## src/hw/asc_pkg.sv

```systemverilog
// async serial channel: shared register map, fields, timing and state types
//
// What this block does
// holding write taken if holder or shifter empty
// holding-empty flag sets when byte moves on
// start bit rechecked low at 8 ticks (7.5 rounded up)
// host reads receive holder, read pops byte
// enable bit0 gates receive-ready interrupt level
// enable bit1 gates transmit-empty interrupt
// enable bit2 gates line status interrupt
// enable bit3 gates modem interrupt, upper zero
// source read reports top interrupt, clears it unless receive-ready
// source codes 6, 4, 2, 0 by priority
// source bit0 low while interrupt pending
// format bits 1..0 pick 5 to 8 bits
// format bit2 picks one, 1.5 or 2 stops
// format bit3 adds and checks parity
// format bit4 picks odd or even parity
// format bit5 forces a constant parity bit
// format bit6 holds the line low (break) outside loop-back
// format bit7 maps divisor latch bytes in
// modem bits 0,1 drive ready/request low outside loop-back
// modem bit3 enables the interrupt pin driver
// modem bit4 loops back, upper bits zero
// loop-back takes ring and carrier from modem bits
// loop-back status mirrors modem control bits
// line status shows empty and ready bits
// overrun flagged, held byte kept intact
// frames idle high, lsb first, 16 ticks
package asc_pkg;
	localparam int unsigned ADDR_W = 5;             // apb byte address width
	// register indices; byte address is four times the index
	localparam logic [2:0] IDX_DATA = 3'h0;
	localparam logic [2:0] IDX_IER  = 3'h1;
	localparam logic [2:0] IDX_ISR  = 3'h2;
	localparam logic [2:0] IDX_LCR  = 3'h3;
	localparam logic [2:0] IDX_MCR  = 3'h4;
	localparam logic [2:0] IDX_LSR  = 3'h5;
	localparam logic [2:0] IDX_MSR  = 3'h6;
	// field positions
	localparam int unsigned IER_RX = 0, IER_TX = 1, IER_LS = 2, IER_MS = 3;
	localparam int unsigned LCR_STB = 2, LCR_PEN = 3, LCR_EVEN = 4, LCR_STICK = 5;
	localparam int unsigned LCR_BRK = 6, LCR_DLAB = 7;
	localparam int unsigned MCR_DTR = 0, MCR_RTS = 1, MCR_RING = 2, MCR_IRQEN = 3;
	localparam int unsigned MCR_LOOP = 4;
	localparam int unsigned PIN_CTS = 0, PIN_DSR = 1, PIN_RI = 2, PIN_CD = 3, PIN_RX = 4;
	// reset values
	localparam logic [3:0]  IER_RST = 4'h0;
	localparam logic [7:0]  LCR_RST = 8'h00;
	localparam logic [4:0]  MCR_RST = 5'h00;
	localparam logic [15:0] DIV_RST = 16'h0001;
	localparam logic [4:0]  PIN_RST = 5'h1f;         // all pins idle high
	// interrupt source codes, highest priority first
	localparam logic [3:0] ISR_LS   = 4'h6;
	localparam logic [3:0] ISR_RX   = 4'h4;
	localparam logic [3:0] ISR_TX   = 4'h2;
	localparam logic [3:0] ISR_MS   = 4'h0;
	localparam logic [3:0] ISR_NONE = 4'h1;
	// timing in 16x ticks
	localparam int unsigned OVS_TICKS   = 16;
	localparam int unsigned START_TENTHS = 75;      // 7 1/2 ticks
	localparam int unsigned START_TICKS = (START_TENTHS + 9) / 10;
	localparam int unsigned STOP1_TICKS = 16;
	localparam int unsigned STOP15_TICKS = 24;
	localparam int unsigned STOP2_TICKS = 32;
	// register selection after decode
	typedef enum logic [3:0] {
		SEL_RHR = 4'b0000, SEL_IER = 4'b0001, SEL_ISR = 4'b0010, SEL_LCR = 4'b0011,
		SEL_MCR = 4'b0100, SEL_LSR = 4'b0101, SEL_MSR = 4'b0110, SEL_DLL = 4'b0111,
		SEL_DLM = 4'b1000, SEL_NONE = 4'b1111
	} asc_sel_t;
	// serial engine states, shared by both directions
	typedef enum logic [2:0] {
		ST_IDLE = 3'b000, ST_START = 3'b001, ST_DATA = 3'b010, ST_PAR = 3'b011,
		ST_STOP = 3'b100
	} asc_state_t;
endpackage : asc_pkg

```

## src/hw/asc_top.sv

```systemverilog
// async serial channel: apb registers, transmitter, receiver, interrupt source logic
//
// The address map and the APB slave port were chosen for this implementation.
module asc_top #(
	parameter logic [15:0] DIV_INIT = asc_pkg::DIV_RST  // divisor after reset
) (
	input  wire logic                       pclk,
	input  wire logic                       presetn,
	input  wire logic [asc_pkg::ADDR_W-1:0] paddr,
	input  wire logic                       psel,
	input  wire logic                       penable,
	input  wire logic                       pwrite,
	input  wire logic [31:0]                pwdata,
	output logic      [31:0]                prdata,
	output logic                            pready,
	output logic                            pslverr,
	input  wire logic                       serial_in,
	output logic                            serial_out,
	input  wire logic                       cts_n,
	input  wire logic                       dsr_n,
	input  wire logic                       bell_signal_in_n,
	input  wire logic                       carrier_detect_in_n,
	output logic                            dtr_n,
	output logic                            rts_n,
	output logic                            irq_o,
	output logic                            irq_oe
);
	import asc_pkg::*;

	if (DIV_INIT == 16'h0000) begin : g_bad_div
		$error("DIV_INIT must be nonzero");
	end

	// ----------------------------------------------------------------
	// helpers
	// ----------------------------------------------------------------
	// address to register; dlab swaps the first two for the divisor
	function automatic asc_sel_t dec_reg(input logic [ADDR_W-1:0] a, input logic dlab);
		asc_sel_t s;
		s = SEL_NONE;
		if (a[1:0] == 2'b00) begin
			case (a[4:2])
				IDX_DATA: s = dlab ? SEL_DLL : SEL_RHR;
				IDX_IER:  s = dlab ? SEL_DLM : SEL_IER;
				IDX_ISR:  s = SEL_ISR;
				IDX_LCR:  s = SEL_LCR;
				IDX_MCR:  s = SEL_MCR;
				IDX_LSR:  s = SEL_LSR;
				IDX_MSR:  s = SEL_MSR;
				default:  s = SEL_NONE;
			endcase
		end
		return s;
	endfunction : dec_reg

	// parity bit for a character under the current format
	function automatic logic par_of(input logic [7:0] d, input logic [7:0] fmt);
		logic [7:0] m;
		m = d & (8'hff >> (2'd3 - fmt[1:0]));
		if (fmt[LCR_STICK]) begin
			return ~fmt[LCR_EVEN];
		end
		return fmt[LCR_EVEN] ? ^m : ~^m;
	endfunction : par_of

	// ----------------------------------------------------------------
	// declarations
	// ----------------------------------------------------------------
	logic [4:0]  s1_ff, s2_ff, s3_ff;  // pin synchronisers
	logic [4:0]  pin_ff;               // filtered pin levels
	logic [3:0]  ier_ff;               // interrupt_mask
	logic [7:0]  lcr_ff;               // line_format
	logic [4:0]  mcr_ff;               // modem_control
	logic [7:0]  dll_ff, dlm_ff;       // divisor latch
	logic [15:0] div_cnt_ff;           // 16x tick divider
	logic        tick;                 // one 16x clock
	asc_sel_t    sel_now, rd_sel_ff;   // decoded and captured read target
	logic [7:0]  prd_ff, rd_val;       // read snapshot
	logic        snap_dr_ff;           // data ready seen by the read
	logic        wr_acc, rd_setup, rd_acc;
	logic        isr_ack, lsr_ack, msr_ack, rhr_ack;
	logic [7:0]  thr_ff, tx_shift_ff;  // tx_holding and tx_shifter
	logic        thr_full_ff, wr_thr, tx_load, tx_par_ff, tx_line_ff, tx_end;
	asc_state_t  tx_state_ff, rx_state_ff;
	logic [5:0]  tx_tick_ff, stop_ticks;
	logic [2:0]  tx_bit_ff, rx_bit_ff, last_bit;
	logic        rx_line, rx_prev_ff, rx_par_ff, rx_done, rx_mid;
	logic [3:0]  rx_tick_ff;
	logic [7:0]  rx_shift_ff, rx_data, rhr_ff; // rx_shifter, rx_holding
	logic        dr_ff, oe_ff, pe_ff, fe_ff, bi_ff, ls_pend_ff, thre_pend_ff;
	logic        err_pe, err_fe, err_bi, rx_take;
	logic [3:0]  ms_now, ms_prev_ff, delta_ff;
	logic [3:0]  isr_code;
	logic        irq_ff, loop;

	assign loop = mcr_ff[MCR_LOOP];
	assign last_bit = 3'd4 + {1'b0, lcr_ff[1:0]};

	// ----------------------------------------------------------------
	// pin synchronisers: a change counts once stages two and three agree
	// ----------------------------------------------------------------
	always_ff @(posedge pclk or negedge presetn) begin
		if (!presetn) begin
			s1_ff <= PIN_RST;
			s2_ff <= PIN_RST;
			s3_ff <= PIN_RST;
			pin_ff <= PIN_RST;
		end else begin
			s1_ff <= {serial_in, carrier_detect_in_n, bell_signal_in_n, dsr_n, cts_n};
			s2_ff <= s1_ff;
			s3_ff <= s2_ff;
			pin_ff <= (~(s2_ff ^ s3_ff) & s3_ff) | ((s2_ff ^ s3_ff) & pin_ff);
		end
	end

	// ----------------------------------------------------------------
	// 16x tick from the divisor latch
	// ----------------------------------------------------------------
	assign tick = (div_cnt_ff == 16'h0000);
	always_ff @(posedge pclk or negedge presetn) begin
		if (!presetn) begin
			div_cnt_ff <= 16'h0000;
		end else if (tick) begin
			// a zero divisor behaves as one rather than stalling
			div_cnt_ff <= ({dlm_ff, dll_ff} == 16'h0) ? 16'h0 : {dlm_ff, dll_ff} - 16'h1;
		end else begin
			div_cnt_ff <= div_cnt_ff - 16'h1;
		end
	end

	// ----------------------------------------------------------------
	// apb slave: zero wait; read data is snapshotted in the setup cycle
	// ----------------------------------------------------------------
	assign sel_now  = dec_reg(paddr, lcr_ff[LCR_DLAB]);
	assign wr_acc   = psel & penable & pwrite;
	assign rd_setup = psel & ~penable & ~pwrite;
	assign rd_acc   = psel & penable & ~pwrite;
	assign pready   = 1'b1;
	assign pslverr  = psel & penable & (sel_now == SEL_NONE);
	assign prdata   = {24'h000000, prd_ff};
	// read side effects only clear what the snapshot showed, except that any LSR read clears the pending line interrupt
	assign isr_ack  = rd_acc & (rd_sel_ff == SEL_ISR);
	assign lsr_ack  = rd_acc & (rd_sel_ff == SEL_LSR);
	assign msr_ack  = rd_acc & (rd_sel_ff == SEL_MSR);
	assign rhr_ack  = rd_acc & (rd_sel_ff == SEL_RHR) & snap_dr_ff;

	// read mux
	always_comb begin
		case (sel_now)
			SEL_RHR: rd_val = rhr_ff;
			SEL_IER: rd_val = {4'h0, ier_ff};
			SEL_ISR: rd_val = {4'h0, isr_code};
			SEL_LCR: rd_val = lcr_ff;
			SEL_MCR: rd_val = {3'h0, mcr_ff};
			SEL_LSR: rd_val = {1'b0, ~thr_full_ff & (tx_state_ff == ST_IDLE), ~thr_full_ff,
				bi_ff, fe_ff, pe_ff, oe_ff, dr_ff};
			SEL_MSR: rd_val = {ms_now, delta_ff};
			SEL_DLL: rd_val = dll_ff;
			SEL_DLM: rd_val = dlm_ff;
			default: rd_val = 8'h00;
		endcase
	end

	// snapshot of the addressed register
	always_ff @(posedge pclk or negedge presetn) begin
		if (!presetn) begin
			prd_ff <= 8'h00;
			rd_sel_ff <= SEL_NONE;
			snap_dr_ff <= 1'b0;
		end else if (rd_setup) begin
			prd_ff <= rd_val;
			rd_sel_ff <= sel_now;
			snap_dr_ff <= dr_ff;
		end else if (!psel) begin
			rd_sel_ff <= SEL_NONE;
		end
	end

	// control register writes
	always_ff @(posedge pclk or negedge presetn) begin
		if (!presetn) begin
			ier_ff <= IER_RST;
			lcr_ff <= LCR_RST;
			mcr_ff <= MCR_RST;
			{dlm_ff, dll_ff} <= DIV_INIT;
		end else if (wr_acc) begin
			case (sel_now)
				SEL_IER: ier_ff <= pwdata[3:0];
				SEL_LCR: lcr_ff <= pwdata[7:0];
				SEL_MCR: mcr_ff <= pwdata[4:0];
				SEL_DLL: dll_ff <= pwdata[7:0];
				SEL_DLM: dlm_ff <= pwdata[7:0];
				default: ;
			endcase
		end
	end

	// ----------------------------------------------------------------
	// transmitter
	// ----------------------------------------------------------------
	// a write while both holder and shifter are busy is dropped
	assign wr_thr = wr_acc & (sel_now == SEL_RHR) & (~thr_full_ff | (tx_state_ff == ST_IDLE));
	assign tx_load = thr_full_ff & (tx_state_ff == ST_IDLE);
	assign stop_ticks = !lcr_ff[LCR_STB] ? 6'(STOP1_TICKS) :
		(lcr_ff[1:0] == 2'b00) ? 6'(STOP15_TICKS) : 6'(STOP2_TICKS);
	assign tx_end = tick & (tx_tick_ff == ((tx_state_ff == ST_STOP) ? stop_ticks - 6'd1 :
		6'(OVS_TICKS - 1)));

	// holding register
	always_ff @(posedge pclk or negedge presetn) begin
		if (!presetn) begin
			thr_ff <= 8'h00;
			thr_full_ff <= 1'b0;
		end else if (wr_thr) begin
			thr_ff <= pwdata[7:0];
			thr_full_ff <= 1'b1;
		end else if (tx_load) begin
			thr_full_ff <= 1'b0;
		end
	end

	// shift engine: start, data lsb first, parity, stop
	always_ff @(posedge pclk or negedge presetn) begin
		if (!presetn) begin
			tx_state_ff <= ST_IDLE;
			tx_shift_ff <= 8'h00;
			tx_par_ff <= 1'b0;
			tx_bit_ff <= 3'h0;
			tx_tick_ff <= 6'h00;
		end else if (tx_load) begin
			tx_state_ff <= ST_START;
			tx_shift_ff <= thr_ff;
			tx_par_ff <= par_of(thr_ff, lcr_ff);
			tx_bit_ff <= 3'h0;
			tx_tick_ff <= 6'h00;
		end else if (tick && tx_state_ff != ST_IDLE) begin
			tx_tick_ff <= tx_end ? 6'h00 : tx_tick_ff + 6'h01;
			if (tx_end) begin
				case (tx_state_ff)
					ST_START: tx_state_ff <= ST_DATA;
					ST_DATA: begin
						tx_shift_ff <= tx_shift_ff >> 1;
						tx_bit_ff <= tx_bit_ff + 3'h1;
						if (tx_bit_ff == last_bit) begin
							tx_state_ff <= lcr_ff[LCR_PEN] ? ST_PAR : ST_STOP;
						end
					end
					ST_PAR:  tx_state_ff <= ST_STOP;
					default: tx_state_ff <= ST_IDLE;
				endcase
			end
		end
	end

	// line level; break overrides everything
	always_ff @(posedge pclk or negedge presetn) begin
		if (!presetn) begin
			tx_line_ff <= 1'b1;
		end else if (lcr_ff[LCR_BRK]) begin
			tx_line_ff <= 1'b0;
		end else begin
			case (tx_state_ff)
				ST_START: tx_line_ff <= 1'b0;
				ST_DATA:  tx_line_ff <= tx_shift_ff[0];
				ST_PAR:   tx_line_ff <= tx_par_ff;
				default:  tx_line_ff <= 1'b1;
			endcase
		end
	end

	// in loop-back the pin marks and the frame goes to the receiver
	assign serial_out = loop ? 1'b1 : tx_line_ff;

	// ----------------------------------------------------------------
	// receiver
	// ----------------------------------------------------------------
	assign rx_line = loop ? tx_line_ff : pin_ff[PIN_RX];
	assign rx_mid  = tick & (rx_tick_ff == 4'(OVS_TICKS - 1));
	assign rx_done = rx_mid & (rx_state_ff == ST_STOP);
	assign rx_data = rx_shift_ff >> (2'd3 - lcr_ff[1:0]);

	// frame engine; only the first stop bit is checked
	always_ff @(posedge pclk or negedge presetn) begin
		if (!presetn) begin
			rx_state_ff <= ST_IDLE;
			rx_prev_ff <= 1'b1;
			rx_tick_ff <= 4'h0;
			rx_bit_ff <= 3'h0;
			rx_shift_ff <= 8'h00;
			rx_par_ff <= 1'b0;
		end else begin
			rx_prev_ff <= rx_line;
			case (rx_state_ff)
				ST_IDLE: if (rx_prev_ff && !rx_line) begin
					rx_state_ff <= ST_START;
					rx_tick_ff <= 4'h0;
				end
				ST_START: if (tick) begin
					rx_tick_ff <= rx_tick_ff + 4'h1;
					if (rx_tick_ff == 4'(START_TICKS - 1)) begin
						// a glitch that is high again by mid-bit is dropped
						rx_state_ff <= rx_line ? ST_IDLE : ST_DATA;
						rx_tick_ff <= 4'h0;
						rx_bit_ff <= 3'h0;
					end
				end
				ST_DATA: if (tick) begin
					rx_tick_ff <= rx_tick_ff + 4'h1;
					if (rx_mid) begin
						rx_shift_ff <= {rx_line, rx_shift_ff[7:1]};
						rx_bit_ff <= rx_bit_ff + 3'h1;
						if (rx_bit_ff == last_bit) begin
							rx_state_ff <= lcr_ff[LCR_PEN] ? ST_PAR : ST_STOP;
						end
					end
				end
				ST_PAR: if (tick) begin
					rx_tick_ff <= rx_tick_ff + 4'h1;
					if (rx_mid) begin
						rx_par_ff <= rx_line;
						rx_state_ff <= ST_STOP;
					end
				end
				ST_STOP: if (tick) begin
					rx_tick_ff <= rx_tick_ff + 4'h1;
					if (rx_mid) begin
						rx_state_ff <= ST_IDLE;
					end
				end
				default: rx_state_ff <= ST_IDLE;
			endcase
		end
	end

	// character checks at the stop sample
	assign err_pe = lcr_ff[LCR_PEN] & (rx_par_ff != par_of(rx_data, lcr_ff));
	assign err_fe = ~rx_line;
	assign err_bi = (rx_data == 8'h00) & ~rx_line & ~(lcr_ff[LCR_PEN] & rx_par_ff);
	// a read popping in the same cycle makes room, so no overrun then
	assign rx_take = rx_done & (~dr_ff | rhr_ack);

	// holding register, data ready and error flags; a set beats a clear
	always_ff @(posedge pclk or negedge presetn) begin
		if (!presetn) begin
			rhr_ff <= 8'h00;
			dr_ff <= 1'b0;
			oe_ff <= 1'b0;
			pe_ff <= 1'b0;
			fe_ff <= 1'b0;
			bi_ff <= 1'b0;
			ls_pend_ff <= 1'b0;
		end else begin
			if (rx_take) begin
				rhr_ff <= rx_data;
			end
			dr_ff <= rx_take | (dr_ff & ~rhr_ack);
			oe_ff <= (rx_done & ~rx_take) | (oe_ff & ~(lsr_ack & prd_ff[1]));
			pe_ff <= (rx_done & err_pe) | (pe_ff & ~(lsr_ack & prd_ff[2]));
			fe_ff <= (rx_done & err_fe) | (fe_ff & ~(lsr_ack & prd_ff[3]));
			bi_ff <= (rx_done & err_bi) | (bi_ff & ~(lsr_ack & prd_ff[4]));
			ls_pend_ff <= (rx_done & (~rx_take | err_pe | err_fe | err_bi)) |
				(ls_pend_ff & ~lsr_ack & ~(isr_ack & (prd_ff[3:0] == ISR_LS)));
		end
	end

	// ----------------------------------------------------------------
	// modem status and control outputs
	// ----------------------------------------------------------------
	always_comb begin
		if (loop) begin
			ms_now = {mcr_ff[MCR_IRQEN], mcr_ff[MCR_RING], mcr_ff[MCR_DTR],
				mcr_ff[MCR_RTS]};
		end else begin
			ms_now = ~pin_ff[3:0];
		end
	end

	// change detection; ring reports only its trailing edge
	always_ff @(posedge pclk or negedge presetn) begin
		if (!presetn) begin
			ms_prev_ff <= 4'h0;
			delta_ff <= 4'h0;
		end else begin
			ms_prev_ff <= ms_now;
			for (int i = 0; i < 4; i++) begin
				delta_ff[i] <= ((i == PIN_RI) ? (ms_prev_ff[i] & ~ms_now[i]) :
					(ms_prev_ff[i] ^ ms_now[i])) |
					(delta_ff[i] & ~(msr_ack & prd_ff[i]) &
					~(isr_ack & (prd_ff[3:0] == ISR_MS)));
			end
		end
	end

	// pins are active low; loop-back parks them inactive
	assign dtr_n = loop | ~mcr_ff[MCR_DTR];
	assign rts_n = loop | ~mcr_ff[MCR_RTS];

	// ----------------------------------------------------------------
	// interrupt source priority
	// ----------------------------------------------------------------
	// transmit-empty is an event: re-armed by unmasking while empty
	always_ff @(posedge pclk or negedge presetn) begin
		if (!presetn) begin
			thre_pend_ff <= 1'b0;
		end else begin
			thre_pend_ff <= tx_load | (wr_acc & (sel_now == SEL_IER) & pwdata[IER_TX] &
				~ier_ff[IER_TX] & ~thr_full_ff) |
				(thre_pend_ff & ~wr_thr & ~(isr_ack & (prd_ff[3:0] == ISR_TX)));
		end
	end

	always_comb begin
		if (ier_ff[IER_LS] && ls_pend_ff) begin
			isr_code = ISR_LS;
		end else if (ier_ff[IER_RX] && dr_ff) begin
			isr_code = ISR_RX;
		end else if (ier_ff[IER_TX] && thre_pend_ff && !thr_full_ff) begin
			isr_code = ISR_TX;
		end else if (ier_ff[IER_MS] && (delta_ff != 4'h0)) begin
			isr_code = ISR_MS;
		end else begin
			isr_code = ISR_NONE;
		end
	end

	always_ff @(posedge pclk or negedge presetn) begin
		if (!presetn) begin
			irq_ff <= 1'b0;
		end else begin
			irq_ff <= (isr_code != ISR_NONE);
		end
	end

	assign irq_o  = irq_ff;
	assign irq_oe = mcr_ff[MCR_IRQEN];
endmodule : asc_top

```

## config.mk

```make
export PLATFORM = sky130hd
export DESIGN_NAME = asc_top
export DESIGN_NICKNAME = d
export VERILOG_FILES = /design/src/hw/asc_pkg.sv /design/src/hw/asc_top.sv
export SDC_FILE = /design/constraint.sdc
export NUM_CORES = 1
export LEC_CHECK = 0
export ABC_AREA = 1
export BUFFER_PORTS_ARGS = -buffer_cell sky130_fd_sc_hd__buf_2
export CORE_MARGIN = 5
export CORE_UTILIZATION = 60
export CTS_BUF_LIST = sky130_fd_sc_hd__clkbuf_8
export CTS_CLUSTER_DIAMETER = 200
export CTS_CLUSTER_SIZE = 28
export DETAILED_ROUTE_END_ITERATION = 6
export GPL_ROUTABILITY_DRIVEN = 1
export GPL_TIMING_DRIVEN = 0
export PLACE_DENSITY = 0.79
export SETUP_SLACK_MARGIN = 0.15
export SLEW_MARGIN = 20
export SYNTH_ARGS = -nofsm -noshare
export SYNTH_HDL_FRONTEND = slang
export SYNTH_SLANG_ARGS = --single-unit
```

## constraint.sdc

```tcl
create_clock -name pclk -period 2.4 [get_ports pclk]
set_input_delay 0.48 -clock pclk [delete_from_list [all_inputs] [get_ports pclk]]
set_output_delay 0.48 -clock pclk [all_outputs]
set_load 0.01 [all_outputs]
```

==> metrics.md, run 1 <==
| Metric | Value |
|---|---|
| Final setup fails | 0 |
| Synth async-reset ratio | 100.0% |
| DRT Wirelength | 21140 um |
| Mapped Area | 0.008541 mm2 |
| Setup crit start kind | register |
| Critical Path RT | 2770 ps |
| CTS Root Cell | clkbuf_8 |
| Worst hold path startpoint | dsr_n |
| Clk sinks | 157 |
| Cell Count, Final, Fillers Out | 1367 |
| Leak Pwr | 4.749 nW |
| Core Util, Final | 69.40% |
| DIE HEIGHT | 129.3 um |
| CTS max path bufs | 2 |
| EDFF count, synth | 0 |
| CP Class | reg -> reg |
| Status | finished, final reports clean |
| Fmax | 456.7 MHz |
| TritonCTS clock tree | done |
| Distinct cell type count after synthesis | 46 |
| Synth warn | 0 |
| Routability Congestion | 0.9251 |
| Post-detail-place hpwl | 15370 um |
| Max-cap viol count | 0 |
| Layout Nets | 1229 |
| Max Slew Vio Count | 0 |
| Std-Cell Rows | 43 |
| Sequential area share after synthesis | 46.40% |
| RSZ-0062 raised after global routing | yes |
| Largest net degree at the start of global routing | 101 |
| First-pass GRT wire length | 34110 um |
| Cells after Synth | 1082 |
| CTS buffer count | 17 |
| Peak supply drop | 0.5055 mV |
| Die Wd | 129.3 um |
| Rel. slew slack | 41.78% |
| Primary FF master, synth | dfrtp_1 |
| Final min period | 2190 ps |
| Port Buf Inserts | 36 |
| Clock skew | 12.67 ps |
| Core area | 0.01393 mm2 |
| Slew @ Worst Pin | 866.6 ps |
| Vias | 7346 |
| Diodes inserted | 0 |
| Layout cells sized above 1 | 18.45% |
| Crit path max fanout | 6 |
| Initial Util | 61.29% |
| Syn_area_per_cell | 7.893 um2 |
| Flops & latches, synth | 157 |
| Final TNS setup | 0 ps |
| Final Cycle Share | 91.24% |
| Crit path capture type | register |
| Iteration-0 DRC Markers | 665 |
| Antenna violations before repair | 0 |
| Number of H-tree levels | 4 |
| I/O pins | 86 |
| Die ar. | 0.01672 mm2 |
| Vias in the first global route | 6780 |
| Number of detailed-routing iterations run before antenna repair | 6 |
| Critical path data arrival time | 2560 ps |
| Placed Instances | 1323 |
| Area grow syn2layout | 13.23% |
| Clock Latency Late Sink | 460 ps |
| Global Route Usage Sum | 26.17% |
| Antenna Violating Nets Remaining | 0 |
| Pwr Density | 705.9 mW/mm2 |
| Clock-pin slew on the worst setup and hold paths | 90 ps |
| Final hold viol count | 0 |
| Grt ovf | 0 |
| Post-DR wirelength/cell | 15.47 um |
| Drt drc | 0 |
| HP Class | in -> reg |
| Via density | 5.374 |
## path summary, 6_finish.rpt
kind	to	cells after the start	slack (ps)
worst max-delay path	rx_tick_ff[2]	7	210
worst min-delay path	s1_ff[1]	1	100
worst max register to register	rx_tick_ff[2]	7	210
worst min register to register	s2_ff[3]	0	350
max in group asynchronous	s2_ff[4]	4	1100
min in group asynchronous	div_cnt_ff[14]	2	380
## cell usage after synthesis (3+ instances only)
cell type / count / share of area [%]
nand2_1: 319 / 14
dfrtp_1: 130 / 38
inv_1: 107 / 4.7
o21ai_0: 98 / 5.7
nand3_1: 82 / 4.8
nor2_1: 76 / 3.3
buf_4: 29 / 2.5
dfstp_2: 27 / 8.3
xor2_1: 20 / 2.1
o21ai_1: 19 / 1.1
nand4_1: 18 / 1.3
inv_2: 13 / 0.57
xnor2_1: 12 / 1.2
o22ai_1: 11 / 0.81
a21oi_1: 10 / 0.59
nor3_1: 9 / 0.53
o21ai_2: 9 / 0.92
buf_2: 8 / 0.47
clkbuf_1: 8 / 0.35
ha_1: 8 / 1.2
nand2_2: 8 / 0.59
nor2_2: 7 / 0.51
o211ai_1: 6 / 0.53
maj3_1: 5 / 0.59
nor2_4: 5 / 0.66
a22oi_1: 3 / 0.26
mux2i_1: 3 / 0.35
nand3b_1: 3 / 0.26
nand4_4: 3 / 0.75
nor4_1: 3 / 0.22
## flip-flops by register name (all words and copies together), names as in the netlist, 6 cells and up, named ones only
name	cells
tx_shift_ff	8
div_cnt_ff	16
rhr_ff	8
lcr_ff	8
dlm_ff	8
rx_shift_ff	8
dll_ff	8
thr_ff	8
tx_tick_ff	6
prd_ff	8
## where the power goes
group          leakage [nW]  internal (mW)  switching (mW)
Sequential             1.94           2.95           0.261
Combinational          2.61          0.635            1.00
Clock                 0.197          0.950            1.02
## layer usage
metal | vias to the layer above | share of wire, % | global-route usage (%)
met5 | - | 0 | 0
li1 | 3649 | - | -
met2 | 220 | 47 | 40.52
met3 | 46 | 5.9 | 5.606
met1 | 3431 | 44 | 36.35
met4 | 0 | 3.0 | 10.19
## repair_timing
action | CTS | global route
gates resized for setup | 18 | 18
setup endpoints to repair | 4 | 19
setup buffers | 0 | 11
pin swaps | 1 | 9
hold endpoints to repair | 1 | 0
hold buffers | 1 | 0
## metrics by stage
step / instance area, um2 / hold slack [ps] / setup WS, ps / total power, mW
after global routing: 9671 / 79.68 / 102.1 / 7.228
after CTS: 9533 / 88.80 / 157.0 / 6.780
after detailed placement: 9097 / 256.9 / -366.9 / 4.779
after global placement: 9032 / 345.8 / -1425 / 4.707
after floorplan: 8627 / 184.4 / 262.6 / 4.355
final: 9671 / 104.4 / 210.2 / 6.826
## logic make-up after synthesis
kind of cell    after synthesis  synth area share [%]
mux                           3                0.3516
buf+inv                     166                 8.775
flops                       157                 46.40
xor+xnor                     32                 3.282
other cells                   2               0.08793
simple gates                542                 28.32
compound gates              167                 11.03
fa+ha+maj                    13                 1.758
## cell usage in the layout, fill, tap and decap left out, drive strengths merged, types with 5 or more instances in the layout
| cell type | instances |
|---|---|
| o22ai | 11 |
| nand2 | 327 |
| buf | 89 |
| o21ai | 127 |
| clkbuf | 24 |
| nand3 | 85 |
| nand4 | 21 |
| clkinv | 5 |
| conb | 25 |
| dfrtp | 130 |
| ha | 8 |
| inv | 124 |
| nor2 | 90 |
| nor3 | 10 |
| maj3 | 5 |
| o211ai | 6 |
| dfstp | 27 |
| a21oi | 10 |
| xor2 | 20 |
| xnor2 | 12 |
## worst max-delay path: stages (launching register included)
cell and delay, ps:
dfstp_2 550, inv_1 80, o21ai_0 610, o21ai_0 260, o21a_1 170, nand2_1 160, inv_1 110, a22oi_1 170
## final cells by class
type | instances | area, um2
timing repair buffer | 50 | 337.8
buffer | 46 | 327.8
clock inverter | 14 | 141.4
clock buffer | 18 | 247.7
fill | 1173 | 4264
multi-input combinational | 782 | 3974
inverter | 120 | 452.9
sequential | 157 | 3964
tap | 180 | 225.2
Power figures use the tool's default switching activity.
==> run 2, diff against run 1 <==
--- a/config.mk
+++ b/config.mk
@@ -7,15 +7,17 @@
 export LEC_CHECK = 0
 export ABC_AREA = 1
 export BUFFER_PORTS_ARGS = -buffer_cell sky130_fd_sc_hd__buf_2
+export CAP_MARGIN = 20
 export CORE_MARGIN = 5
 export CORE_UTILIZATION = 60
 export CTS_BUF_LIST = sky130_fd_sc_hd__clkbuf_8
 export CTS_CLUSTER_DIAMETER = 200
-export CTS_CLUSTER_SIZE = 28
+export CTS_CLUSTER_SIZE = 25
 export DETAILED_ROUTE_END_ITERATION = 6
 export GPL_ROUTABILITY_DRIVEN = 1
 export GPL_TIMING_DRIVEN = 0
 export PLACE_DENSITY = 0.79
+export RECOVER_POWER = 25
 export SETUP_SLACK_MARGIN = 0.15
 export SLEW_MARGIN = 20
 export SYNTH_ARGS = -nofsm -noshare
==> metrics.md, run 2 (synthesis results as in run 1) <==
| Metric | Value |
|---|---|
| DRT Wirelength | 21090 um (-0.25%) |
| Area grow syn2layout | 12.86% |
| Post-detail-place hpwl | 15370 um (unchanged) |
| CTS Root Cell | clkbuf_8 |
| Clock power frac | 29.0% (about the same) |
| Layout Nets | 1229 (unchanged) |
| Drt drc | 0 (unchanged) |
| Core area | 0.01393 mm2 (unchanged) |
| Worst-path cell chain | inv_1 -> o21ai_0 -> o21ai_0 -> o21a_1 -> nand2_1 -> inv_1 -> a22oi_1 |
| Commonest non-fill, non-tap cell in the layout | nand2_1 |
| Routability Congestion | 0.9251 (unchanged) |
| Die Wd | 129.3 um (unchanged) |
| Largest net degree at the start of global routing | 101 (unchanged) |
| CP Class | reg -> reg |
| RSZ-0062 raised after global routing | yes |
| Rel. slew slack | 7.300% (-34 points) |
| Iteration-0 DRC Markers | 647 (-2.7%) |
| CTS max path bufs | 2 (unchanged) |
| Critical Path RT | 2770 ps (about the same) |
| Int Pwr | 4.532 mW (-0.18%) |
| Sequential Area | 0.003964 mm2 (unchanged) |
| CP Buf/Inv Count | 2 (unchanged) |
| Std-Cell Rows | 43 (unchanged) |
| Final Cycle Share | 91.74% (+0.50 points) |
| Vias | 7382 (+0.49%) |
| HP Class | in -> reg |
| Antenna violations before repair | 0 (unchanged) |
| PnR worst setup slack | 198.1 ps (-12.05 ps) |
| Vias in the first global route | 6780 (unchanged) |
| Diodes inserted | 0 (unchanged) |
| Final setup fails | 0 (unchanged) |
| Fmax | 454.2 MHz (-0.55%) |
| Crit path capture type | register |
| Footprint of the multi-input gates | 0.003974 mm2 (unchanged) |
| Port Buf Inserts | 36 (unchanged) |
| Critical path data arrival time | 2570 ps (about the same) |
| First-pass GRT wire length | 34110 um (unchanged) |
| Leak Pwr | 4.731 nW (-0.37%) |
| Layout cells sized above 1 | 17.86% (-0.59 points) |
| Placement Setup Slack | -366.9 ps (unchanged) |
| CP max stage delay | 610 ps (about the same) |
| Setup crit start kind | register |
| DIE HEIGHT | 129.3 um (unchanged) |
| Psw | 2.283 mW (-0.16%) |
| Clock Latency Late Sink | 460 ps (about the same) |
| Status | finished, final reports clean |
| Commonest cells after routing, fill and taps aside | 317 x nand2_1, 129 x dfrtp_1, 106 x inv_1, 92 x o21ai_0, 80 x nand3_1 |
| Antenna Violating Nets Remaining | 0 (unchanged) |
| Post-DR wirelength/cell | 15.43 um (-0.25%) |
| Combinational power share | 23.9% (about the same) |
| Cell Count, Final, Fillers Out | 1367 (unchanged) |
| Number of detailed-routing iterations run before antenna repair | 6 (unchanged) |
| Final min period | 2202 ps (+12.04 ps) |
| Max reg flops | 16 (unchanged) |
| Grt ovf | 0 (unchanged) |
| Final hold viol count | 0 (unchanged) |
| Sequential power share | 47.1% (about the same) |
| TritonCTS clock tree | done |
| Top delay family on crit path | compound AO/OA/AOI/OAI gates |
| Switch share | 33.50% (about the same) |
| Slew @ Worst Pin | 1391 ps (+523.9 ps) |
| Initial Util | 61.29% (unchanged) |
| Peak supply drop | 0.5048 mV (-0.15%) |
| Via density | 5.400 (+0.49%) |
| Max Slew Vio Count | 0 (unchanged) |
| Pwr Density | 706.9 mW/mm2 (+0.15%) |
| Slowest CP cell | o21ai_0 |
| Max-cap viol count | 0 (unchanged) |
| Clock skew | 13.65 ps (+0.9809 ps) |
| Die ar. | 0.01672 mm2 (unchanged) |
| Crit path max fanout | 6 (unchanged) |
| Clk sinks | 157 (unchanged) |
| Number of H-tree levels | 4 (unchanged) |
| Placed Instances | 1323 (unchanged) |
| CTS buffer count | 17 (unchanged) |
| Global Route Usage Sum | 26.17% (unchanged) |
| I/O pins | 86 (unchanged) |
| # fillers | 1176 (+0.26%) |
| Top reg by flops | div_cnt_ff |
| Hold_ws | 109.2 ps (+4.812 ps) |
| Clock-pin slew on the worst setup and hold paths | 90 ps (about the same) |
## run 2: repair_timing
action	in CTS	in global routing
resized for setup	18	18
buffers inserted	0	11
gates cloned	0	0
pin swaps	1	9
hold endpoints to repair	1	0
setup endpoints to repair	4	19
hold buffers	1	0
## run 2: routing by layer
layer  GRT usage [%]  share of wire [%]  wire length, um  vias up
li1                -                  -                -     3652
met5               0                  0                0        -
met3           5.606                6.0             1257       48
met2           40.52                 47             9954      237
met1           36.35                 44             9222     3445
met4           10.19                3.1              656        0
## run 2: metrics by stage
stage          util, %  setup TNS [ps]  power, mW  instance area, um2
6_report         69.17               0      6.814                9639
5_1_grt          69.17               0      7.219                9639
4_1_cts          68.41               0      6.780                9533
3_5_place_dp     65.29          -719.9      4.779                9097
3_3_place_gp     64.82         -198130      4.707                9032
2_1_floorplan        -               0      4.355                8627
## run 2: power by group through the flow
stage	sequential (mW)	combinational, mW	clock (mW)
6_report	3.21	1.63	1.97
2_1_floorplan	3.20	1.15	0
4_1_cts	3.21	1.57	2.00
3_3_place_gp	3.25	1.46	0
5_1_grt	3.25	1.84	2.12
3_5_place_dp	3.26	1.52	0
## run 2: layout make-up
cell class	count	share of cell area [%]
sequential	157	41.12
timing repair buffer	50	3.180
inverter	120	4.699
clock inverter	14	1.467
buffer	46	3.401
clock buffer	18	2.570
tap	180	2.336
multi-input combinational	782	41.23
## run 2: worst register-to-register path, cell delays in order, from the launching register on
cell and delay, ps:
dfstp_1 550, inv_1 90, o21ai_0 610, o21ai_0 270, o21a_1 170, nand2_1 160
inv_1 110, a22oi_1 170
## run 2: worst paths after layout
path | from | end | cells after the start | slack (ps)
worst min register to register | s1_ff[3] | s2_ff[3] | 0 | 360
max in group asynchronous | presetn | s1_ff[3] | 4 | 410
worst max register to register | register | rx_tick_ff[2] | 7 | 200
worst min-delay path | dsr_n | s1_ff[1] | 1 | 110
min in group asynchronous | presetn | div_cnt_ff[14] | 2 | 330
worst max-delay path | register | rx_tick_ff[2] | 7 | 200
